### config.mk
export PLATFORM = sky130hd
export DESIGN_NAME = adc_path_config
export DESIGN_NICKNAME = d
export VERILOG_FILES = /design/src/adc_path_pkg.sv /design/src/adc_path_config.sv
export SDC_FILE = /design/constraint.sdc
export NUM_CORES = 2
export LEC_CHECK = 0
export BUFFER_PORTS_ARGS = -buffer_cell sky130_fd_sc_hd__buf_2
export CORE_AREA = 10 10 233 235
export CTS_BUF_LIST = sky130_fd_sc_hd__clkbuf_8 sky130_fd_sc_hd__clkbuf_16
export CTS_CLUSTER_DIAMETER = 50
export CTS_CLUSTER_SIZE = 20
export DETAILED_ROUTE_END_ITERATION = 16
export DIE_AREA = 0 0 243 245
export HOLD_SLACK_MARGIN = 0.15
export PLACE_DENSITY_LB_ADDON = 0.12
export SLEW_MARGIN = 20
export SYNTH_ARGS = -nofsm -noshare
export SYNTH_HDL_FRONTEND = slang
export SYNTH_SLANG_ARGS = --single-unit
### constraint.sdc
create_clock -name ref_clk_i -period 7.68 [get_ports ref_clk_i]
set_input_delay 1.152 -clock ref_clk_i [delete_from_list [all_inputs] [get_ports ref_clk_i]]
set_output_delay 1.152 -clock ref_clk_i [all_outputs]
set_load 0.02 [all_outputs]
### src/adc_path_pkg.sv
/*
 * Shared constants for the converter digital back-end configuration block:
 * register indices, field positions, reset values and timing counts.
 * Assumes an APB master with 32-bit data; byte address is four times the index.
 */
package adc_path_pkg;
    // Register indices (byte address = index * 4)
    localparam logic [7:0] IDX_TIMING_TRIM = 8'h1E;
    localparam logic [7:0] IDX_FRAME_LOW = 8'h20;
    localparam logic [7:0] IDX_FRAME_MID = 8'h21;
    localparam logic [7:0] IDX_FRAME_HIGH = 8'h22;
    localparam logic [7:0] IDX_PATH_CTRL = 8'h24;
    localparam logic [7:0] IDX_DECIM_CTRL = 8'h25;
    localparam logic [7:0] IDX_NCO_FREQ = 8'h30;
    localparam int ADDR_W = 10;

    // Writable bit masks; reserved bits stay zero
    localparam logic [7:0] MASK_TIMING_TRIM = 8'h0F;
    localparam logic [7:0] MASK_FRAME_HIGH = 8'h4F;
    localparam logic [7:0] MASK_PATH_CTRL = 8'h3E;
    localparam logic [7:0] MASK_DECIM_CTRL = 8'hF9;

    // Reset values
    localparam logic [19:0] FRAME_PATTERN_RESET = 20'hFFC00;
    localparam logic [7:0] TIMING_TRIM_RESET = 8'h00;
    localparam logic [7:0] PATH_CTRL_RESET = 8'h00;
    localparam logic [7:0] DECIM_CTRL_RESET = 8'h00;
    localparam logic [31:0] NCO_FREQ_RESET = 32'h0000_0000;

    // Field positions
    localparam int POS_DATA_TRIM = 2;
    localparam int POS_CLK_TRIM = 0;
    localparam int POS_SCRAMBLE = 6;
    localparam int POS_AVG_EN = 5;
    localparam int POS_MUX_SEL = 3;
    localparam int POS_DIG_PATH = 2;
    localparam int POS_DOWNCONVERTER_ENABLE = 1;
    localparam int POS_MUX_EN = 7;
    localparam int POS_DECIM = 4;
    localparam int POS_REAL_OUT = 3;
    localparam int POS_MIX_PHASE = 0;

    // Input mux codes
    localparam logic [1:0] MUX_STRAIGHT = 2'h0;
    localparam logic [1:0] MUX_A_BOTH = 2'h1;
    localparam logic [1:0] MUX_B_BOTH = 2'h2;
    localparam logic [1:0] MUX_AVG_BOTH = 2'h3;

    // Decimation codes; 000 bypass, 101 the largest legal ratio
    localparam logic [2:0] DECIM_BYPASS = 3'h0;
    localparam logic [2:0] DECIM_MAX = 3'h5;

    // Serial word and automatic frame pattern used when decimation is bypassed
    localparam int WORD_W = 20;
    localparam logic [19:0] FRAME_PATTERN_AUTO = 20'hFFC00;

    // Bit period of the serial link
    localparam int CLK_PERIOD_PS = 5000;
    localparam int BIT_HALF_PS = 10000;
    localparam int BIT_HALF_CYCLES = (BIT_HALF_PS + CLK_PERIOD_PS - 1) / CLK_PERIOD_PS;
endpackage

### src/adc_path_config.sv
/*
 * Configuration registers and datapath of the converter digital back end:
 * averaging, input mux, mixer with decimation, scrambler, serial output.
 * Assumes an APB master on ref_clk_i and a converter sample clock pin that
 * runs well below ref_clk_i; the 50 ps trims drive external delay cells.
 */
// Register access over APB was chosen for this implementation.
`timescale 1ns/100ps
module adc_path_config #(
    parameter int SAMPLE_W = 18
) (
    // Clock and reset
    input wire logic ref_clk_i,
    input wire logic reset_i,
    // APB slave
    input wire logic psel_i,
    input wire logic penable_i,
    input wire logic pwrite_i,
    input wire logic [adc_path_pkg::ADDR_W-1:0] paddr_i,
    input wire logic [31:0] pwdata_i,
    output logic [31:0] prdata_o,
    output logic pready_o,
    output logic pslverr_o,
    // Converter side
    input wire logic sample_clk_i,
    input wire logic [SAMPLE_W-1:0] sample_a_i,
    input wire logic [SAMPLE_W-1:0] sample_b_i,
    // Serial output
    output logic output_bit_clock_o,
    output logic frame_clock_o,
    output logic lane_a_o,
    output logic lane_b_o,
    output logic [1:0] data_timing_trim_o,
    output logic [1:0] bit_clock_timing_trim_o
);
    import adc_path_pkg::*;

    localparam int ACC_W = SAMPLE_W + 6;

    function automatic logic [SAMPLE_W-1:0] cond_neg(input logic [SAMPLE_W-1:0] x, input logic neg);
        cond_neg = neg ? SAMPLE_W'(-x) : x;
    endfunction

    function automatic logic [ACC_W-1:0] sext(input logic [SAMPLE_W-1:0] x);
        sext = {{(ACC_W-SAMPLE_W){x[SAMPLE_W-1]}}, x};
    endfunction

    ////////////////////////////////////////////////////////////////////////////
    // Registers
    logic [7:0] trim_ff;
    logic [7:0] frame_low_ff;
    logic [7:0] frame_mid_ff;
    logic [7:0] frame_high_ff;
    logic [7:0] path_ctrl_ff;
    logic [7:0] decim_ctrl_ff;
    logic [31:0] nco_freq_ff;
    logic [31:0] prdata_ff;
    logic pready_ff;
    logic pslverr_ff;

    wire [7:0] reg_idx = paddr_i[ADDR_W-1:2];
    wire word_ok = (paddr_i[1:0] == 2'h0);
    wire hit_trim = word_ok && (reg_idx == IDX_TIMING_TRIM);
    wire hit_low = word_ok && (reg_idx == IDX_FRAME_LOW);
    wire hit_mid = word_ok && (reg_idx == IDX_FRAME_MID);
    wire hit_high = word_ok && (reg_idx == IDX_FRAME_HIGH);
    wire hit_path = word_ok && (reg_idx == IDX_PATH_CTRL);
    wire hit_decim = word_ok && (reg_idx == IDX_DECIM_CTRL);
    wire hit_nco = word_ok && (reg_idx == IDX_NCO_FREQ);
    wire hit_any = hit_trim | hit_low | hit_mid | hit_high | hit_path | hit_decim | hit_nco;
    wire setup_phase = psel_i && !penable_i;
    wire wr_commit = psel_i && penable_i && pready_ff && pwrite_i && !pslverr_ff;
    wire [31:0] nxt_prdata =
        hit_trim ? {24'h0, trim_ff} :
        hit_low ? {24'h0, frame_low_ff} :
        hit_mid ? {24'h0, frame_mid_ff} :
        hit_high ? {24'h0, frame_high_ff} :
        hit_path ? {24'h0, path_ctrl_ff} :
        hit_decim ? {24'h0, decim_ctrl_ff} :
        hit_nco ? nco_freq_ff : 32'h0000_0000;

    // Answer is registered in setup, so every access completes in one access cycle
    always_ff @(posedge ref_clk_i) begin
        if (reset_i) begin
            pready_ff <= 1'b0;
            pslverr_ff <= 1'b0;
            prdata_ff <= 32'h0000_0000;
        end else if (setup_phase) begin
            pready_ff <= 1'b1;
            pslverr_ff <= !hit_any;
            prdata_ff <= pwrite_i ? 32'h0000_0000 : nxt_prdata;
        end else begin
            pready_ff <= 1'b0;
            pslverr_ff <= 1'b0;
        end
    end

    always_ff @(posedge ref_clk_i) begin
        if (reset_i) begin
            trim_ff <= TIMING_TRIM_RESET;
            frame_low_ff <= FRAME_PATTERN_RESET[7:0];
            frame_mid_ff <= FRAME_PATTERN_RESET[15:8];
            frame_high_ff <= {4'h0, FRAME_PATTERN_RESET[19:16]};
            path_ctrl_ff <= PATH_CTRL_RESET;
            decim_ctrl_ff <= DECIM_CTRL_RESET;
            nco_freq_ff <= NCO_FREQ_RESET;
        end else if (wr_commit) begin
            // Reserved bits are masked so they always read zero
            if (hit_trim) trim_ff <= pwdata_i[7:0] & MASK_TIMING_TRIM;
            if (hit_low) frame_low_ff <= pwdata_i[7:0];
            if (hit_mid) frame_mid_ff <= pwdata_i[7:0];
            if (hit_high) frame_high_ff <= pwdata_i[7:0] & MASK_FRAME_HIGH;
            if (hit_path) path_ctrl_ff <= pwdata_i[7:0] & MASK_PATH_CTRL;
            if (hit_decim) decim_ctrl_ff <= pwdata_i[7:0] & MASK_DECIM_CTRL;
            if (hit_nco) nco_freq_ff <= pwdata_i;
        end
    end

    assign prdata_o = prdata_ff;
    assign pready_o = pready_ff;
    assign pslverr_o = pslverr_ff;

    ////////////////////////////////////////////////////////////////////////////
    // Field decode
    wire [19:0] frame_pattern = {frame_high_ff[3:0], frame_mid_ff, frame_low_ff};
    wire scrambler_enable = frame_high_ff[POS_SCRAMBLE];
    wire channel_average_enable = path_ctrl_ff[POS_AVG_EN];
    wire [1:0] downconverter_input_select = path_ctrl_ff[POS_MUX_SEL +: 2];
    wire digital_feature_path_select = path_ctrl_ff[POS_DIG_PATH];
    wire downconverter_enable = path_ctrl_ff[POS_DOWNCONVERTER_ENABLE];
    wire downconverter_input_mux_enable = decim_ctrl_ff[POS_MUX_EN];
    wire [2:0] decim_code = decim_ctrl_ff[POS_DECIM +: 3];
    wire real_out = decim_ctrl_ff[POS_REAL_OUT];
    wire mix_phase = decim_ctrl_ff[POS_MIX_PHASE];
    // Unused ratio codes fall back to bypass
    wire [2:0] decim_ratio = (decim_code > DECIM_MAX) ? DECIM_BYPASS : decim_code;
    wire decimating = digital_feature_path_select && downconverter_enable
        && (decim_ratio != DECIM_BYPASS);
    wire [31:0] nco_word = real_out ? 32'h0000_0000 : nco_freq_ff;

    ////////////////////////////////////////////////////////////////////////////
    // Sample clock and data synchronisers
    logic [2:0] sclk_sync_ff;
    logic [SAMPLE_W-1:0] a_meta_ff;
    logic [SAMPLE_W-1:0] a_sync_ff;
    logic [SAMPLE_W-1:0] b_meta_ff;
    logic [SAMPLE_W-1:0] b_sync_ff;

    always_ff @(posedge ref_clk_i) begin
        sclk_sync_ff <= {sclk_sync_ff[1:0], sample_clk_i};
        a_meta_ff <= sample_a_i;
        a_sync_ff <= a_meta_ff;
        b_meta_ff <= sample_b_i;
        b_sync_ff <= b_meta_ff;
    end

    // Data settles a full sample period before the edge is seen
    wire sample_stb = sclk_sync_ff[1] && !sclk_sync_ff[2];

    ////////////////////////////////////////////////////////////////////////////
    // Averaging, mux, mixer, decimator
    wire [SAMPLE_W:0] sum_ab = {a_sync_ff[SAMPLE_W-1], a_sync_ff} + {b_sync_ff[SAMPLE_W-1], b_sync_ff};
    wire [SAMPLE_W-1:0] avg_ab = sum_ab[SAMPLE_W:1];
    wire avg_active = channel_average_enable && digital_feature_path_select;
    wire mux_active = downconverter_input_mux_enable && digital_feature_path_select;
    wire [SAMPLE_W-1:0] mux_a =
        !mux_active ? a_sync_ff :
        (downconverter_input_select == MUX_B_BOTH) ? b_sync_ff :
        (downconverter_input_select == MUX_AVG_BOTH) ? (avg_active ? avg_ab : a_sync_ff) :
        a_sync_ff;
    wire [SAMPLE_W-1:0] mux_b =
        !mux_active ? b_sync_ff :
        (downconverter_input_select == MUX_A_BOTH) ? a_sync_ff :
        (downconverter_input_select == MUX_AVG_BOTH) ? (avg_active ? avg_ab : b_sync_ff) :
        b_sync_ff;

    logic [31:0] phase_ff;
    wire [31:0] phase_used = mix_phase ? ~phase_ff : phase_ff;
    wire cos_neg = phase_used[31] ^ phase_used[30];
    wire sin_neg = phase_used[31];
    // Real mode skips the mixer on the I paths, complex mode uses a square-wave oscillator
    wire [SAMPLE_W-1:0] mix_ai = real_out ? mux_a : cond_neg(mux_a, cos_neg);
    wire [SAMPLE_W-1:0] mix_aq = cond_neg(mux_a, sin_neg);
    wire [SAMPLE_W-1:0] mix_bi = real_out ? mux_b : cond_neg(mux_b, cos_neg);
    wire [SAMPLE_W-1:0] mix_bq = cond_neg(mux_b, sin_neg);

    logic [4:0] dec_cnt_ff;
    logic [ACC_W-1:0] acc_ai_ff;
    logic [ACC_W-1:0] acc_aq_ff;
    logic [ACC_W-1:0] acc_bi_ff;
    logic [ACC_W-1:0] acc_bq_ff;
    logic [SAMPLE_W-1:0] res_ai_ff;
    logic [SAMPLE_W-1:0] res_aq_ff;
    logic [SAMPLE_W-1:0] res_bi_ff;
    logic [SAMPLE_W-1:0] res_bq_ff;

    wire [4:0] dec_last = 5'((6'h01 << decim_ratio) - 6'h01);
    wire dump = (dec_cnt_ff == dec_last);
    wire [ACC_W-1:0] nxt_ai = acc_ai_ff + sext(mix_ai);
    wire [ACC_W-1:0] nxt_aq = acc_aq_ff + sext(mix_aq);
    wire [ACC_W-1:0] nxt_bi = acc_bi_ff + sext(mix_bi);
    wire [ACC_W-1:0] nxt_bq = acc_bq_ff + sext(mix_bq);
    wire [ACC_W-1:0] avg_ai = $signed(nxt_ai) >>> decim_ratio;
    wire [ACC_W-1:0] avg_aq = $signed(nxt_aq) >>> decim_ratio;
    wire [ACC_W-1:0] avg_bi = $signed(nxt_bi) >>> decim_ratio;
    wire [ACC_W-1:0] avg_bq = $signed(nxt_bq) >>> decim_ratio;

    always_ff @(posedge ref_clk_i) begin
        if (reset_i) begin
            phase_ff <= 32'h0000_0000;
            dec_cnt_ff <= 5'h00;
            acc_ai_ff <= '0;
            acc_aq_ff <= '0;
            acc_bi_ff <= '0;
            acc_bq_ff <= '0;
            res_ai_ff <= '0;
            res_aq_ff <= '0;
            res_bi_ff <= '0;
            res_bq_ff <= '0;
        end else if (sample_stb) begin
            phase_ff <= phase_ff + nco_word;
            if (!decimating) begin
                // Full-rate path: bypass or downconverter off
                dec_cnt_ff <= 5'h00;
                res_ai_ff <= digital_feature_path_select ? mix_ai : a_sync_ff;
                res_bi_ff <= digital_feature_path_select ? mix_bi : b_sync_ff;
                res_aq_ff <= mix_aq;
                res_bq_ff <= mix_bq;
            end else if (dump) begin
                dec_cnt_ff <= 5'h00;
                acc_ai_ff <= '0;
                acc_aq_ff <= '0;
                acc_bi_ff <= '0;
                acc_bq_ff <= '0;
                res_ai_ff <= avg_ai[SAMPLE_W-1:0];
                res_aq_ff <= avg_aq[SAMPLE_W-1:0];
                res_bi_ff <= avg_bi[SAMPLE_W-1:0];
                res_bq_ff <= avg_bq[SAMPLE_W-1:0];
            end else begin
                dec_cnt_ff <= dec_cnt_ff + 5'h01;
                acc_ai_ff <= nxt_ai;
                acc_aq_ff <= nxt_aq;
                acc_bi_ff <= nxt_bi;
                acc_bq_ff <= nxt_bq;
            end
        end
    end

    ////////////////////////////////////////////////////////////////////////////
    // Bit clock divider, scrambler and serializer
    logic [7:0] half_cnt_ff;
    logic bit_clk_ff;
    logic [4:0] bit_cnt_ff;
    logic q_slot_ff;
    logic [14:0] lfsr_ff;
    logic [WORD_W-1:0] shift_a_ff;
    logic [WORD_W-1:0] shift_b_ff;
    logic [19:0] frame_shift_ff;
    logic frame_ff;
    logic lane_a_ff;
    logic lane_b_ff;

    wire half_tick = (half_cnt_ff == 8'(BIT_HALF_CYCLES - 1));
    wire bit_stb = half_tick && bit_clk_ff;
    wire word_start = (bit_cnt_ff == 5'h00);
    wire complex_out = decimating && !real_out;
    // Complex mode alternates I and Q words on each lane
    wire [SAMPLE_W-1:0] word_a = (complex_out && q_slot_ff) ? res_aq_ff : res_ai_ff;
    wire [SAMPLE_W-1:0] word_b = (complex_out && q_slot_ff) ? res_bq_ff : res_bi_ff;
    wire scramble_on = scrambler_enable && digital_feature_path_select;
    wire [WORD_W-1:0] scr_mask = scramble_on ? {5'h00, lfsr_ff} : '0;
    // Bypass ignores the programmed pattern
    wire [19:0] frame_sel = digital_feature_path_select && decimating
        ? frame_pattern : FRAME_PATTERN_AUTO;

    always_ff @(posedge ref_clk_i) begin
        if (reset_i) begin
            half_cnt_ff <= 8'h00;
            bit_clk_ff <= 1'b0;
        end else if (half_tick) begin
            half_cnt_ff <= 8'h00;
            bit_clk_ff <= !bit_clk_ff;
        end else begin
            half_cnt_ff <= half_cnt_ff + 8'h01;
        end
    end

    always_ff @(posedge ref_clk_i) begin
        if (reset_i) begin
            bit_cnt_ff <= 5'h00;
            q_slot_ff <= 1'b0;
            lfsr_ff <= 15'h7FFF;
            shift_a_ff <= '0;
            shift_b_ff <= '0;
            frame_shift_ff <= 20'h00000;
            frame_ff <= 1'b0;
            lane_a_ff <= 1'b0;
            lane_b_ff <= 1'b0;
        end else if (bit_stb) begin
            bit_cnt_ff <= (bit_cnt_ff == 5'(WORD_W - 1)) ? 5'h00 : bit_cnt_ff + 5'h01;
            if (word_start) begin
                q_slot_ff <= !q_slot_ff;
                lfsr_ff <= {lfsr_ff[13:0], lfsr_ff[14] ^ lfsr_ff[13]};
                shift_a_ff <= {word_a, 2'b00} ^ scr_mask;
                shift_b_ff <= {word_b, 2'b00} ^ scr_mask;
                frame_shift_ff <= {frame_sel[18:0], 1'b0};
                frame_ff <= frame_sel[19];
                lane_a_ff <= word_a[SAMPLE_W-1] ^ scr_mask[WORD_W-1];
                lane_b_ff <= word_b[SAMPLE_W-1] ^ scr_mask[WORD_W-1];
            end else begin
                frame_ff <= frame_shift_ff[19];
                frame_shift_ff <= {frame_shift_ff[18:0], 1'b0};
                lane_a_ff <= shift_a_ff[WORD_W-2];
                lane_b_ff <= shift_b_ff[WORD_W-2];
                shift_a_ff <= {shift_a_ff[WORD_W-2:0], 1'b0};
                shift_b_ff <= {shift_b_ff[WORD_W-2:0], 1'b0};
            end
        end
    end

    assign output_bit_clock_o = bit_clk_ff;
    assign frame_clock_o = frame_ff;
    assign lane_a_o = lane_a_ff;
    assign lane_b_o = lane_b_ff;
    // Sub-cycle trims go to pad delay cells
    assign data_timing_trim_o = trim_ff[POS_DATA_TRIM +: 2];
    assign bit_clock_timing_trim_o = trim_ff[POS_CLK_TRIM +: 2];
endmodule

After elaboration in Yosys (flattened, before gate mapping). Cells that the tools add are included.

Bits in registers: 473. Bits of input ports: 84. Output and inout port bits: 42. Logic and storage cells: 179.

Add/subtract/negate cells: 12. Order comparisons: 1. Equal/unequal tests: 14. Shift operators: 5. Multiplexer cells: 53. Bitwise operators: 14. Reductions and logical operators: 44.

Operator list (count): $mux 18 (26); $mux 32 (10); $add 24x24->24 (4); $mux 24 (4); $sshr 24x3->18 (4); $eq 8x6->1 const B (6); $mux 20 (2); $mux 19 (2); $xor 19x15->19 (2); $neg 18->18 (2); $add 32x32->32 (1); $not 32->32 (1); $logic_and 1x1->1 (22); $reduce_and 2->1 (10); $add 18x18->19 (1); $mux 15 (1); $mux 5 (3); $add 5x1->5 const B (2); $add 8x1->8 const B (1); $eq 8x1->1 const B (1); $eq 8x5->1 const B (1); $logic_not 1->1 (7); $or 1x1->1 (6); $eq 5x5->1 (1); other kinds (16) (23).

Longest topological paths before layout.
Word-level depth: 12. Depth in mapped cells: 25. Gate-level depth less buffers: 25.

Worst setup path after synthesis. OpenSTA, ideal clock, no wires.

Path type: reg-to-reg. Start point: reg a_sync_ff[0]. End point: reg res_bq_ff[16]. Library setup time: 0.119 ns. Arrival: 5.769 ns. Required time: 7.561 ns. Slack: 1.792 ns. Stages on the path, launching flop included: 22. Buffers on the path: 0. Clock period less this slack: 5.888 ns. Cells stage by stage: dfxtp_1 > and2_1 > fa_1 > a21o_1 > a221oi_4 > xnor2_1 > a222oi_1 > nand3b_1 > or3_4 > nor3_4 > a31oi_1 > xnor2_1 > ha_1 > a21o_1 > a21o_1 > a21o_1 > a22o_1 > o41ai_1 > xnor2_1 > mux4_2 > a22o_1 > o221a_2.

Longest elaborated chain between the ends: 11.

Ends and longest elaborated chain: from (decl) (line adc_path_config.sv:145) `logic [SAMPLE_W-1:0] a_sync_ff;`; from (signal assigned) (line adc_path_config.sv:152) `a_sync_ff <= a_meta_ff;`; $add 18x18->19 (line adc_path_config.sv:162) `wire [SAMPLE_W:0] sum_ab = {a_sync_ff[SAMPLE_W-1], a_sync_ff} + {b_sync_ff[SAMPLE_W-1], b_sync_ff};`; $mux 18 (2 in series) (line adc_path_config.sv:174) `(downconverter_input_select == MUX_AVG_BOTH) ? (avg_active ? avg_ab : b_sync_ff) :`; $mux 18 (*) (line adc_path_config.sv:173) `(downconverter_input_select == MUX_A_BOTH) ? a_sync_ff :`; $mux 18 (*) (line adc_path_config.sv:172) `!mux_active ? b_sync_ff :`; $neg 18->18 (line adc_path_config.sv:41) `cond_neg = neg ? SAMPLE_W'(-x) : x;`; $mux 18 (*) (line adc_path_config.sv:41); $add 24x24->24 (line adc_path_config.sv:202) `wire [ACC_W-1:0] nxt_bq = acc_bq_ff + sext(mix_bq);`; $sshr 24x3->18 (line adc_path_config.sv:206) `wire [ACC_W-1:0] avg_bq = $signed(nxt_bq) >>> decim_ratio;`; $mux 18 (line adc_path_config.sv:229) `end else if (dump) begin`; $mux 18 (*) (line adc_path_config.sv:222) `if (!decimating) begin`; to (signal assigned) (line adc_path_config.sv:228) `res_bq_ff <= mix_bq;`; to (signal assigned) (line adc_path_config.sv:238) `res_bq_ff <= avg_bq[SAMPLE_W-1:0];`; to (decl) (line adc_path_config.sv:195) `logic [SAMPLE_W-1:0] res_bq_ff;`.

Every way passes the cells marked *; elsewhere a longest branch is shown, timed or not. The select of a mux whose other input is x is not followed. A chain may end at the register's enable or synchronous reset.

Worst setup path in the final report.
Start point: reg path_ctrl_ff[2]. End point: reg res_bq_ff[16].

Longest elaborated chain between the ends: 11. Elaborated cells on any way between the ends: 16. Those cells by class: add/sub: 2; eq/ne: 1; shift: 1; mux: 7; reduce/logical: 5.

Ends and longest elaborated chain: from (decl) (line adc_path_config.sv:54) `logic [7:0] path_ctrl_ff;`; from (signal assigned) (line adc_path_config.sv:113) `if (hit_path) path_ctrl_ff <= pwdata_i[7:0] & MASK_PATH_CTRL;`; $logic_and 1x1->1 (line adc_path_config.sv:164) `wire avg_active = channel_average_enable && digital_feature_path_select;`; $mux 18 (2 in series) (line adc_path_config.sv:174); $mux 18 (line adc_path_config.sv:173); $mux 18 (line adc_path_config.sv:172); $neg 18->18 (line adc_path_config.sv:41); $mux 18 (line adc_path_config.sv:41); $add 24x24->24 (line adc_path_config.sv:202); $sshr 24x3->18 (line adc_path_config.sv:206); $mux 18 (line adc_path_config.sv:229); $mux 18 (line adc_path_config.sv:222).

Several ways; a longest one is shown, not always the timed one. The select of a mux whose other input is x is not followed.

==> results.md <==
- The flow ran to the end, and the final reports show no timing, DRC or antenna violations.
- After the flow finishes, the layout carries non-filler instances totaling 4486.
- Detailed routing placed a total of 45540 µm of wire on met2.
- The worst hold path belongs to the class reg -> reg.
- In the global route stage, overall resource usage came out at 0.3274.
- The CTS H-tree depth is 2.
- Static timing analysis puts the maximum clock frequency at about 140 MHz.
- The source of the critical timing path is path_ctrl_ff[2]$_SDFFE_PP0P_.
- After synthesis, the share of flip-flops with an asynchronous set or reset is 0.
- The width of the chip is roughly 240 µm.
- The number of placed instances, taps included is ~4400.
- Among all flip-flop cells after synthesis, the most frequent one is sky130_fd_sc_hd__dfxtp_1.
- The top layer used by detailed routing is met4.
- Synthesis inferred around 470 register bits.
- The period utilization is 0.9246.
- Summing all non-filler instances in the final layout gives an area of ~33000 µm².
- The sum of met3 wire segment lengths after detailed routing is 9327 µm.
- The cell count of the worst reg-to-reg path is 18.
- OpenSTA, run right after detailed placement, puts the worst setup slack at 857.3 ps.
- In the final layout, the share of cells above drive strength 1 is 0.09439.
- The setup slack of the most critical reg-to-reg path is 580 ps.
- The number of sinks handled by clock tree synthesis is 466.
- The clock-pin slew of the registers on the worst-case setup and hold paths is about 80 ps.
- After legalization and detailed placement, the total HPWL measured between 70000 and 80000 µm.
- Entering global routing, the biggest net connects 110 pins.
- Setup violations remaining at the end of the flow were counted as 0.
- The number of fillers in the final layout is 4433.
- The via count of the first global-routing pass is 28130.
- The aggregate routed wire length is a little over 100000 µm.
- For this run, the register share of the synthesized area comes to 0.3164.
- The sum of overflow across all layers after global routing is 0.
- The average routed wire per standard cell is 22.71 µm.
- The maximum number of buffers from clock root to sink is 3.
- The kind of end point of the critical path is a register.
- The number of antenna violations at the first check in global routing is 1.
- TritonCTS built the clock tree.
- The effective utilization at floorplan is 0.5938.
- The static leakage is 13.58 nW.
- The signed area change from the synthesized netlist to the final layout is 10.91%.
- The count of final hold-check violations was 0.
- In this run the power density over the cells is between 150 and 200 nW/µm².
- At the pin with the least slew margin, the transition time is 1084 ps.
- Sorting the synthesized cells by area gives the leading types as sky130_fd_sc_hd__dfxtp_1 (32%), sky130_fd_sc_hd__ha_1 (6.3%), sky130_fd_sc_hd__nand2_1 (5.8%).
- The number of enable flip-flop cells after synthesis is 0.
- The synthesized area is between 20000 and 30000 µm².
- The largest vdd supply drop is about 0.0002 V.
- The distinct cell type count after synthesis is 89.
- The cell type contributing the most total cell area after synthesis is sky130_fd_sc_hd__dfxtp_1.
- TritonCTS created 56 clock buffers.
- Setup repair after global routing left no endpoint under its margin.
- The cell area reported after detailed placement is 30520 µm².
- The average via count per standard cell is 6.615.
- In this run the tightest slew margin relative to its limit is 0.2727.
- The number of detailed-routing iterations run before antenna repair is 6.
- The synthesized area per cell is 7.818 µm².
- The post-route worst setup slack is ~580 ps.
- The final-layout setup total negative slack is 0 ps.
- The path with the worst hold slack has its endpoint at a_sync_ff[3]$_DFF_P_.
- CTS placed an instance of sky130_fd_sc_hd__clkbuf_16 at the clock tree root.
- The iteration-0 DRC count of the detailed router is ~3100.
- After technology mapping, the gate count stands at 3772.
- Yosys printed 0 warnings.
- After detailed routing, the number of remaining DRC violations is 0.
- Max-cap violations in this run came to 0.
- By startpoint and endpoint, the worst setup path is classified as reg -> reg.
- For the worst-skew pair, the clock arrives at the later sink with an insertion delay of 660 ps.
- Synthesis produced a netlist with a net count of about 4000.
- The first-pass GRT wire length is ~160000 µm.
- Once the clock tree was built, the resizer swapped 0 gates to a different size.
- The data required time of the critical path is 8210 ps.
- For this block, wires on met1 add up to roughly 41000 µm.
- The remaining antenna violation count is 0.
- The post-layout net count is 4004.
- The area of the core region is between 40000 and 50000 µm².
- The clock skew after layout is 25.23 ps.
- The die is 245 µm tall.
- For this design, the CTS-stage hold fixing added 0 buffers.
- The data arrival time at the worst-slack endpoint is 7630 ps.
- The floorplan die area is roughly 60000 µm².
- The total number of placement rows is 82.
- Pin placement for this block handled ~130 I/O pins.
- In this run the tool buffered the top-level ports with 125 buffer cells.
- The detailed router placed roughly 30000 vias in this run.
- The max-slew violation total from the final report is 0.
- The worst setup path is launched from a register.
- The repair_antennas step left the layout with diodes totalling 0.
- Of all nets on the critical path, the largest fanout is 14.
- In this run the critical register-to-register path is captured at res_bq_ff[16]$_SDFFE_PP0P_.
- The post-CTS setup buffer count is 0.
- The top-area cell type share of the netlist area is 0.3164.
- Once layout is complete, the utilization of the core stands at 0.6586.
- Routability-driven placement finished with a final weighted congestion of 0.9879.
- The launch instance of the worst min-delay path is a_meta_ff[3]$_DFF_P_.
- In this run the critical register-to-register path is launched from path_ctrl_ff[2]$_SDFFE_PP0P_.
- The post-route minimum period is a little over 7000 ps.
- The worst hold path was traced through 0 stages.
final cells by class:
type / instances / area [µm²] / share of cell area
Timing Repair Buffer: 183 / 1075 / 0.03286
Clock buffer: 60 / 1456 / 0.04453
Tap cell: 672 / 840.8 / 0.02571
Inverter: 70 / 262.8 / 0.008034
Clock inverter: 46 / 711.9 / 0.02177
Multi-Input combinational cell: 2989 / 19020 / 0.5817
Sequential cell: 466 / 9334 / 0.2854
per-layer routing:
metal | up-vias | GRT usage
met5 | - | 0
met1 | 14100 | 0.4089
met3 | 333 | 0.05832
met2 | 1492 | 0.5257
met4 | 0 | 0.1900
li1 | 13750 | -
cells by family after synthesis:
group / after synthesis / share of synthesized area
AND/OR/NAND/NOR: 1358 / 0.2095
AO/OA/AOI/OAI: 1158 / 0.2644
flip-flops: 466 / 0.3164
buffers and inverters: 317 / 0.04128
XOR/XNOR: 203 / 0.06055
adder cells (fa/ha/maj): 154 / 0.06687
multiplexers: 116 / 0.04103
power by group:
group / internal (mW) / total [mW] / switching, mW
clock network: 1.67 / 3.04 / 1.37
logic: 0.224 / 0.649 / 0.425
registers: 2.49 / 2.56 / 0.0658
total: 4.38 / 6.25 / 1.86
worst max path at each step:
| stage | end | slack, ps | cells past startpoint |
|---|---|---|---|
| 2_1_floorplan | res_bq_ff[16]$_SDFFE_PP0P_ | 1790 | 21 |
| 3_3_place_gp | res_ai_ff[12]$_SDFFE_PP0P_ | 970 | 23 |
| 3_5_place_dp | res_bq_ff[16]$_SDFFE_PP0P_ | 860 | 19 |
| 4_1_cts | res_aq_ff[14]$_SDFFE_PP0P_ | 800 | 24 |
| 5_1_grt | res_ai_ff[11]$_SDFFE_PP0P_ | 60 | 22 |
| 6_report | res_bq_ff[16]$_SDFFE_PP0P_ | 580 | 18 |
registers in the layout, summed over array words and instances (netlist names), 19 cells and up:
name	count
acc_bi_ff	23
shift_a_ff	19
nco_freq_ff	32
prdata_o	32
acc_ai_ff	23
acc_bq_ff	23
acc_aq_ff	23
frame_shift_ff	19
phase_ff	32
cell usage after synthesis (all sizes together) (51+ instances only):
master / number
ha: 148
xor2: 90
a211oi: 75
nor2: 423
clkbuf: 224
a21o: 63
nand2: 458
inv: 68
xnor2: 113
dfxtp: 466
a22oi: 104
nor2b: 51
a21oi: 322
mux2i: 104
nand3: 117
nor3: 84
o21ai: 179
through the flow:
step           hold slack, ps  power [mW]
2_1_floorplan           309.6       3.031
5_1_grt                 322.9       6.435
3_3_place_gp            311.6       3.226
4_1_cts                 319.4       6.258
6_report                311.9       6.246
3_5_place_dp            312.1       3.241
worst max-delay path, stage by stage (launching register included):
cell	delay, ps
sky130_fd_sc_hd__dfxtp_1	560
sky130_fd_sc_hd__and2_1	500
sky130_fd_sc_hd__nand3_1	590
sky130_fd_sc_hd__a221oi_1	820
sky130_fd_sc_hd__nand4_1	340
sky130_fd_sc_hd__or3_4	500
sky130_fd_sc_hd__nor3_4	350
sky130_fd_sc_hd__a31oi_1	150
sky130_fd_sc_hd__xnor2_1	530
sky130_fd_sc_hd__ha_1	400
sky130_fd_sc_hd__a21o_1	220
sky130_fd_sc_hd__a21o_1	180
sky130_fd_sc_hd__a21o_1	200
sky130_fd_sc_hd__a22o_1	260
sky130_fd_sc_hd__o41ai_1	310
sky130_fd_sc_hd__xnor2_1	160
sky130_fd_sc_hd__mux4_2	480
sky130_fd_sc_hd__a22o_1	210
sky130_fd_sc_hd__o221a_2	220
placed cells by master (no fill, tap or decap), types with 15 or more instances in the layout:
cell                          n
sky130_fd_sc_hd__nand3_1    117
sky130_fd_sc_hd__inv_1       67
sky130_fd_sc_hd__o22ai_1     17
sky130_fd_sc_hd__o21ai_0    176
sky130_fd_sc_hd__a22oi_1    104
sky130_fd_sc_hd__a311oi_1    47
sky130_fd_sc_hd__dfxtp_1    464
sky130_fd_sc_hd__o21a_1      26
sky130_fd_sc_hd__a211oi_1    75
sky130_fd_sc_hd__nor2b_1     49
sky130_fd_sc_hd__xor2_1      89
sky130_fd_sc_hd__a22o_1      42
sky130_fd_sc_hd__mux2i_1    104
sky130_fd_sc_hd__o21bai_1    15
sky130_fd_sc_hd__ha_1       148
sky130_fd_sc_hd__a221oi_1    38
sky130_fd_sc_hd__nand4_1     18
sky130_fd_sc_hd__a21o_1      63
sky130_fd_sc_hd__o211ai_1    40
sky130_fd_sc_hd__and2_1      43
sky130_fd_sc_hd__nor2_1     422
sky130_fd_sc_hd__a31oi_1     35
sky130_fd_sc_hd__a21oi_1    318
sky130_fd_sc_hd__nand2_1    453
sky130_fd_sc_hd__buf_2      124
sky130_fd_sc_hd__and3_1      30
sky130_fd_sc_hd__xnor2_1    112
sky130_fd_sc_hd__buf_4       57
sky130_fd_sc_hd__clkbuf_16   56
sky130_fd_sc_hd__nor3_1      81
sky130_fd_sc_hd__nand2b_1    32
sky130_fd_sc_hd__or3_1       23
Note: power is estimated with default switching activity, not from simulation.
